**src/hw/dfs_cfg.svh**
```systemverilog
// Purpose: offsets, field positions, reset values and codes of the data fault status block
// Assumes: APB with 32-bit data; the 64-bit register is split into two aligned words
// Notes:   included by the design modules and by the bench
`ifndef DFS_CFG_SVH
`define DFS_CFG_SVH

// ==========================================================================
// Register map
`define DFS_OFF_STATUS_LO   12'h000
`define DFS_OFF_STATUS_HI   12'h004
`define DFS_OFF_FAULT_COUNT 12'h008
`define DFS_STATUS_RESET    64'h0000000000000000

// ==========================================================================
// Field positions
`define DFS_BIT_UNCORR      31
`define DFS_BIT_BUS_ERR     30
`define DFS_BIT_BTO         29
`define DFS_BIT_MHIT_HI     27
`define DFS_BIT_MHIT_LO     26
`define DFS_BIT_NC          25
`define DFS_BIT_NONFAULT    24
`define DFS_SPACE_HI        23
`define DFS_SPACE_LO        16
`define DFS_BIT_TLB_MISS    15
`define DFS_FTYPE_HI        13
`define DFS_FTYPE_LO        7
`define DFS_BIT_SE          6
`define DFS_CTXSEL_HI       5
`define DFS_CTXSEL_LO       4
`define DFS_BIT_PRIV        3
`define DFS_BIT_W           2
`define DFS_BIT_OVERWRITE   1
`define DFS_BIT_VALID       0

// ==========================================================================
// Implied space identifiers and side-effect spaces
`define DFS_SPACE_PRIM_BIG  8'h80
`define DFS_SPACE_PRIM_LIT  8'h88
`define DFS_SPACE_NUC_BIG   8'h04
`define DFS_SPACE_NUC_LIT   8'h0C
`define DFS_SPACE_SE_A      8'h15
`define DFS_SPACE_SE_B      8'h1D

// ==========================================================================
// Fault type bit positions within the seven-bit field
`define DFS_FTYPE_PRIV      0
`define DFS_FTYPE_NOFLT_SE  1
`define DFS_FTYPE_ATOM_NC   2
`define DFS_FTYPE_INVALID   3
`define DFS_FTYPE_NOFLT_PG  4

`endif

```
**src/hw/dfs_pkg.sv**
```systemverilog
// Purpose: types shared by the data fault status block
// Assumes: constants come from dfs_cfg.svh
// Notes:   context codes and fault kinds
package dfs_pkg;

	// ==========================================================================
	// Context select codes
	typedef enum logic [1:0] {
		DFS_CTX_PRIMARY   = 2'h0,
		DFS_CTX_SECONDARY = 2'h1,
		DFS_CTX_NUCLEUS   = 2'h2,
		DFS_CTX_NONXLATE  = 2'h3
	} dfs_ctx_t;

	// ==========================================================================
	// Kind of data MMU event presented by the core
	typedef enum logic [1:0] {
		DFS_KIND_MISS      = 2'h0,
		DFS_KIND_EXCEPTION = 2'h1,
		DFS_KIND_ERROR     = 2'h2
	} dfs_kind_t;

endpackage

```
**src/hw/dfs_capture.sv**
```systemverilog
// Purpose: builds the 64-bit fault record from one data MMU event
// Assumes: inputs are from core logic on the same clock
// Notes:   pure combinational; the top registers the result
`timescale 1ns/1ps
`include "dfs_cfg.svh"

module dfs_capture
	import dfs_pkg::*;
(
	input  wire logic [1:0]  kind,
	input  wire logic        space_explicit,
	input  wire logic [7:0]  space_in,
	input  wire logic        trap_level_nz,
	input  wire logic        default_little_endian,
	input  wire logic        space_translating,
	input  wire logic [1:0]  ctx_in,
	input  wire logic        uncorrectable,
	input  wire logic        bus_error,
	input  wire logic        bus_timeout,
	input  wire logic        multi_hit,
	input  wire logic        noncacheable,
	input  wire logic        side_effect_page,
	input  wire logic        nonfault_load,
	input  wire logic        privileged,
	input  wire logic        is_write,
	input  wire logic [6:0]  fault_type,
	input  wire logic        prior_valid,
	output logic      [63:0] record
);

	logic [7:0] space_used;
	logic       is_error;

	always_comb begin
		record   = `DFS_STATUS_RESET;
		is_error = (kind == DFS_KIND_ERROR);
		// Implied space identifier from trap level and endianness
		if (space_explicit) begin
			space_used = space_in;
		end else if (!trap_level_nz) begin
			space_used = default_little_endian ? `DFS_SPACE_PRIM_LIT : `DFS_SPACE_PRIM_BIG;
		end else begin
			space_used = default_little_endian ? `DFS_SPACE_NUC_LIT : `DFS_SPACE_NUC_BIG;
		end
		record[`DFS_SPACE_HI:`DFS_SPACE_LO] = space_used;
		// Caller passes the instruction's own context and the effective one on shared hits
		record[`DFS_CTXSEL_HI:`DFS_CTXSEL_LO] =
			space_translating ? ctx_in : DFS_CTX_NONXLATE;
		record[`DFS_BIT_PRIV]      = privileged;
		record[`DFS_BIT_W]         = is_write;
		record[`DFS_BIT_NONFAULT]  = nonfault_load;
		record[`DFS_BIT_OVERWRITE] = prior_valid;
		if (kind == DFS_KIND_MISS) begin
			record[`DFS_BIT_TLB_MISS] = 1'b1;
		end else begin
			record[`DFS_BIT_VALID] = 1'b1;
		end
		if (kind == DFS_KIND_EXCEPTION) begin
			record[`DFS_FTYPE_HI:`DFS_FTYPE_LO] = fault_type;
		end
		if (is_error) begin
			record[`DFS_BIT_UNCORR]  = uncorrectable;
			record[`DFS_BIT_BUS_ERR] = bus_error;
			record[`DFS_BIT_BTO]     = bus_timeout;
			record[`DFS_BIT_MHIT_HI] = multi_hit;
			record[`DFS_BIT_MHIT_LO] = 1'b0;
			// Side-effect and noncacheable only mean something for these causes
			if (uncorrectable || bus_error || bus_timeout) begin
				record[`DFS_BIT_NC] = noncacheable;
				record[`DFS_BIT_SE] = side_effect_page || (space_used == `DFS_SPACE_SE_A)
					|| (space_used == `DFS_SPACE_SE_B);
			end
		end
	end

endmodule // dfs_capture

```
**src/hw/dfs_status.sv**
```systemverilog
// Purpose: data MMU fault status register with capture port and APB access
// Assumes: single clock pclk at 250 MHz; event inputs come from core logic on pclk
// Notes:   64-bit register is two APB words; a write to a word replaces only the bytes enabled by pstrb
//
// Register access over APB and the placing of the registers were chosen for this implementation.
`timescale 1ns/1ps
`include "dfs_cfg.svh"

module dfs_status
	import dfs_pkg::*;
(
	input  wire logic        pclk,
	input  wire logic        presetn,
	input  wire logic        clk_en,
	input  wire logic        psel,
	input  wire logic        penable,
	input  wire logic        pwrite,
	input  wire logic [11:0] paddr,
	input  wire logic [31:0] pwdata,
	input  wire logic [3:0]  pstrb,
	output logic      [31:0] prdata,
	output logic             pready,
	output logic             pslverr,
	input  wire logic        evt_valid,
	input  wire logic [1:0]  evt_kind,
	input  wire logic        evt_space_explicit,
	input  wire logic [7:0]  evt_space_id,
	input  wire logic        trap_level_nz,
	input  wire logic        default_little_endian,
	input  wire logic        evt_space_translating,
	input  wire logic [1:0]  evt_context,
	input  wire logic        evt_uncorrectable,
	input  wire logic        evt_bus_error,
	input  wire logic        evt_bus_timeout,
	input  wire logic        evt_multi_hit,
	input  wire logic        evt_noncacheable,
	input  wire logic        evt_side_effect,
	input  wire logic        evt_nonfault_load,
	input  wire logic        evt_privileged,
	input  wire logic        evt_write,
	input  wire logic [6:0]  evt_fault_type,
	output logic             fault_valid_flag,
	output logic             overwrite_flag
);

	// ==========================================================================
	// State
	typedef struct packed {
		logic [63:0] data_fault_status;
		logic [31:0] fault_count;
		logic [31:0] prdata;
		logic        pready;
		logic        pslverr;
		logic        fault_valid_flag;
		logic        overwrite_flag;
	} dfs_state_t;

	dfs_state_t s_q;
	dfs_state_t s_d;
	logic [63:0] record;

	// ==========================================================================
	// Helpers
	function automatic logic [31:0] dfs_merge(input logic [31:0] old_w,
		input logic [31:0] new_w, input logic [3:0] strb);
		logic [31:0] m;
		m = old_w;
		for (int i = 0; i < 4; i++) begin
			if (strb[i]) begin
				m[i*8 +: 8] = new_w[i*8 +: 8];
			end
		end
		return m;
	endfunction

	// ==========================================================================
	// Record builder
	dfs_capture u_capture (
		.kind                  (evt_kind),
		.space_explicit        (evt_space_explicit),
		.space_in              (evt_space_id),
		.trap_level_nz         (trap_level_nz),
		.default_little_endian (default_little_endian),
		.space_translating     (evt_space_translating),
		.ctx_in                (evt_context),
		.uncorrectable         (evt_uncorrectable),
		.bus_error             (evt_bus_error),
		.bus_timeout           (evt_bus_timeout),
		.multi_hit             (evt_multi_hit),
		.noncacheable          (evt_noncacheable),
		.side_effect_page      (evt_side_effect),
		.nonfault_load         (evt_nonfault_load),
		.privileged            (evt_privileged),
		.is_write              (evt_write),
		.fault_type            (evt_fault_type),
		.prior_valid           (s_q.data_fault_status[`DFS_BIT_VALID]),
		.record                (record)
	);

	// ==========================================================================
	// Next state
	always_comb begin
		logic setup;
		logic access;
		logic hit_lo;
		logic hit_hi;
		logic hit_cnt;
		setup   = psel && !penable;
		access  = psel && penable;
		hit_lo  = (paddr == `DFS_OFF_STATUS_LO);
		hit_hi  = (paddr == `DFS_OFF_STATUS_HI);
		hit_cnt = (paddr == `DFS_OFF_FAULT_COUNT);
		s_d = s_q;
		// Zero-wait: pready rises in the access cycle, one cycle after setup
		s_d.pready  = setup;
		s_d.pslverr = setup && !(hit_lo || hit_hi || hit_cnt);
		if (setup && !pwrite) begin
			unique case (1'b1)
				hit_lo:  s_d.prdata = s_q.data_fault_status[31:0];
				hit_hi:  s_d.prdata = s_q.data_fault_status[63:32];
				hit_cnt: s_d.prdata = s_q.fault_count;
				default: s_d.prdata = 32'h00000000;
			endcase
		end
		if (access && s_q.pready && pwrite) begin
			if (hit_lo) begin
				s_d.data_fault_status[31:0] =
					dfs_merge(s_q.data_fault_status[31:0], pwdata, pstrb);
			end
			if (hit_hi) begin
				s_d.data_fault_status[63:32] =
					dfs_merge(s_q.data_fault_status[63:32], pwdata, pstrb);
			end
			if (hit_cnt) begin
				s_d.fault_count = dfs_merge(s_q.fault_count, pwdata, pstrb);
			end
		end
		// A new fault wins over a software write in the same cycle
		if (evt_valid) begin
			s_d.data_fault_status = record;
			s_d.fault_count       = s_q.fault_count + 32'h00000001;
		end
		// Flag copies follow the register at the same edge
		s_d.fault_valid_flag = s_d.data_fault_status[`DFS_BIT_VALID];
		s_d.overwrite_flag   = s_d.data_fault_status[`DFS_BIT_OVERWRITE];
	end

	always_ff @(posedge pclk or negedge presetn) begin
		if (!presetn) begin
			s_q <= '0;
		end else if (clk_en) begin
			s_q <= s_d;
		end
	end

	assign prdata           = s_q.prdata;
	assign pready           = s_q.pready;
	assign pslverr          = s_q.pslverr;
	assign fault_valid_flag = s_q.fault_valid_flag;
	assign overwrite_flag   = s_q.overwrite_flag;

endmodule // dfs_status

```
**config.mk**
```make
export PLATFORM = sky130hd
export DESIGN_NAME = dfs_status
export DESIGN_NICKNAME = d
export VERILOG_FILES = /design/src/hw/dfs_pkg.sv /design/src/hw/dfs_capture.sv /design/src/hw/dfs_status.sv
export VERILOG_INCLUDE_DIRS = /design/src /design/src/hw
export SDC_FILE = /design/constraint.sdc
export NUM_CORES = 1
export LEC_CHECK = 0
export ABC_AREA = 1
export ABC_CLOCK_PERIOD_IN_PS = 2000
export BUFFER_PORTS_ARGS = -buffer_cell sky130_fd_sc_hd__buf_4
export CAP_MARGIN = 20
export CORE_MARGIN = 4
export CORE_UTILIZATION = 50
export CTS_CLUSTER_DIAMETER = 80
export DETAILED_ROUTE_END_ITERATION = 7
export GPL_TIMING_DRIVEN = 0
export PLACE_DENSITY_LB_ADDON = 0.05
export SETUP_SLACK_MARGIN = 0.4
export SYNTH_ARGS = -nofsm -noshare
export SYNTH_HDL_FRONTEND = slang
export SYNTH_SLANG_ARGS = --single-unit
```
**constraint.sdc**
```tcl
create_clock -name pclk -period 2 [get_ports pclk]
set_input_delay 0.3 -clock pclk [delete_from_list [all_inputs] [get_ports pclk]]
set_output_delay 0.3 -clock pclk [all_outputs]
set_load 0.1 [all_outputs]
```
==> results.cfg <==
[finish]
final_area_um2 = 10500
n_antenna_cell = 0
fin_cells = 1498
layout-area-overhead-vs-synth_pct = 36.3
design.final.nets = 1385
final_layout_size_suffix_gt1_frac = 0.313
finish.utilization = 0.693

[worst_setup_path]
critical_path.cell_chain = nand2_4 -> nor2_4 -> buf_6 -> o21ai_4 -> a21oi_4 -> buf_6 -> nand2_8 -> o21ai_1 -> nand2_1
cp-end-kind = flip-flop
critical_path_slowest_stage_cell = sky130_fd_sc_hd__dfrtp_4
worst_setup_path_start_kind = flip-flop
crit_path_frequent_cell = sky130_fd_sc_hd__buf_6
path_class = flip-flop to flip-flop
worst_path_arrival_time_ns = 2.03
slowest_stage_delay_cp_ns = 0.42
cp_data_required_time_ns = 2.30
critical_path.max_fanout = 10

[timing]
final_critical_path_setup_slack_ns = 0.270
setup_total_negative_slack_ns = 0
report.final.setup_viol = 0
period_needed_ns = 1.73
hold_violations_final = 0
timing.slew.headroom = 0.533
worst_max_slew_pin_slew_ns = 0.701
slew_violations = 0
fin_skew_ns = 0.00633
achievable_frequency_mhz = 578
grt_setup_unrepaired = yes
tightest_hold_margin_ns = 0.141
final.period_utilization = 0.865

[logic_synthesis]
synth_seq_cells = 130
yosysTopAreaCellShare = 0.424
synth.top_cells.by_count = 487 x sky130_fd_sc_hd__nand2_1, 130 x sky130_fd_sc_hd__dfrtp_1, 112 x sky130_fd_sc_hd__nor2_1
synthCells = 1119
mappedNetlistArea_um2 = 7670
synth-main-ff-cell = sky130_fd_sc_hd__dfrtp_1
post-synth-top-area-cell = sky130_fd_sc_hd__dfrtp_1
yosys_warnings = 0
synth_most_common_cell = sky130_fd_sc_hd__nand2_1
asyncSetResetFlopFracSynth = 1.00
avgSynthCellArea_um2 = 6.85
ys_seq_area_frac = 0.424
synth.net_count = 1207
synth_enable_flop_cells = 0
synth_area_leaders = sky130_fd_sc_hd__dfrtp_1 42%, sky130_fd_sc_hd__nand2_1 24%, sky130_fd_sc_hd__nor2_1 5.5%
synth_cell_type_count = 34

[die]
die-area_um2 = 17400
placement_rows = 45
start_util = 0.508
num_io_pins = 123
die_h_um = 132
fp.coreArea_um2 = 15100
die_w_um = 132

[detailed_routing]
dr_total_vias = 8242
drc = 0
wl_per_cell_um = 18.1
drtAntennaViolNets = 0
routed_via_density = 5.50
dr.pass1.iters = 7
route.final.wire_length_um = 27200
drt-initial-drc-count = 830

[cts]
clock_sink_count = 130
tritoncts = done
clock_tree.htree_level_count = 4
longest_clk_path_bufs = 2
clock_insertion_delay_worst_skew_ns = 0.42
numCtsBuffers = 17
clockRootBuffer = sky130_fd_sc_hd__clkbuf_16
clkTransAtPathRegs_ns = 0.06

[placement]
hpwlAfterDp_um = 19300
preCtsSetupSlack_ns = -0.0434
gp_congestion = 0.996
numPlacedInstances = 1430
io_buffers = 122
placedInstanceArea_um2 = 8890

[pwr]
vdd_drop_max_mv = 0.532
p_leak_nw = 5.34
pwr_density_cell_nw_per_um2 = 733
p_total_mw = 7.66

[global_routing]
grt_first_pass_wirelength_um = 40500
grtUsageTotal = 0.298
antenna_violations_before_repair = 0
grt_max_degree = 87
grt_overflow_total = 0
grt_pass1_vias = 7450

[flow_run]
max_cap_violations = 0

[worst_hold_path]
min-delay-path-class = input port to flip-flop

[status]
result_of_the_run = finished, final reports clean
## cells in the final DEF (no fill, tap or decap), drive strengths merged
cell         instances
a21boi               1
a21oi               32
a22oi                3
a31oi                1
buf                216
bufinv               4
clkbuf              32
clkinv               3
clkinvlp             2
dfrtp              130
dlygate4sd3          1
ha                   1
inv                 88
nand2              500
nand3               44
nand3b               1
nand4                3
nor2               120
nor3                 8
o211ai              21
o21ai               83
o22ai                7
o31ai                2
o32ai                1
or2                  4
or3                  1
xor2                 1
## what timing repair did
item	CTS	global route
buffers inserted	18	9
gates resized for setup	46	159
cloned	1	7
setup endpoints to repair	94	101
endpoints found under the hold margin	44	0
pin swaps	16	24
hold buffers	1	0
## worst max-delay path, delay by kind of cell (launching register included)
family	cells	cell delay (ns)
AOI/OAI and AO/OA	3	0.49
buffers and inverters	2	0.28
DFF	1	0.42
and+or+nand+nor	4	0.41
## cell families after synthesis
group | Yosys count | synth area share
and+or+nand+nor | 681 | 0.354
buffers and inverters | 155 | 0.101
adders and majority gates | 1 | 0.00163
DFF | 130 | 0.424
AOI/OAI and AO/OA | 151 | 0.117
xor gates and xnor gates | 1 | 0.00114
## sequential cells by signal, summed over array words and instances (netlist names)
register / count
pslverr: 1
prdata: 32
s_q: 96
pready: 1
## per-layer routing
layer,up-vias,share of wire,GRT usage,routed length [um]
met2,453,0.45,0.452,12200
met1,3858,0.43,0.433,11700
met3,62,0.090,0.0489,2450
met4,0,0.031,0.103,854
li1,3869,-,-,-
met5,-,0,0,0
## worst paths after layout
check,start,end,slack [ns],cells after the start
setup / recovery,pready$_DFFE_PN0P_,s_q[42]$_DFFE_PN0P_,0.27,9
min in group asynchronous,presetn,prdata[29]$_DFFE_PN0P_,0.37,2
hold / removal,penable,pready$_DFFE_PN0P_,0.14,4
setup reg to reg,pready$_DFFE_PN0P_,s_q[42]$_DFFE_PN0P_,0.27,9
max in group asynchronous,presetn,s_q[47]$_DFFE_PN0P_,0.80,3
hold reg to reg,prdata[31]$_DFFE_PN0P_,prdata[31]$_DFFE_PN0P_,0.48,2
## area by class of cell
class	count	area, um^2
well taps	188	235
flip-flops and latches	130	3260
clock inverters	10	170
repair buffers	159	1330
inverters	87	350
fillers	1318	4630
plain buffers	68	529
multi-input cells	834	4100
clock buffers	22	484
## where the power goes
part | switching [mW] | internal, mW
Sequential | 0.216 | 2.82
Combinational | 0.704 | 0.456
Clock | 1.24 | 2.23
Total | 2.16 | 5.51
Note: power is estimated with default switching activity, not from simulation.
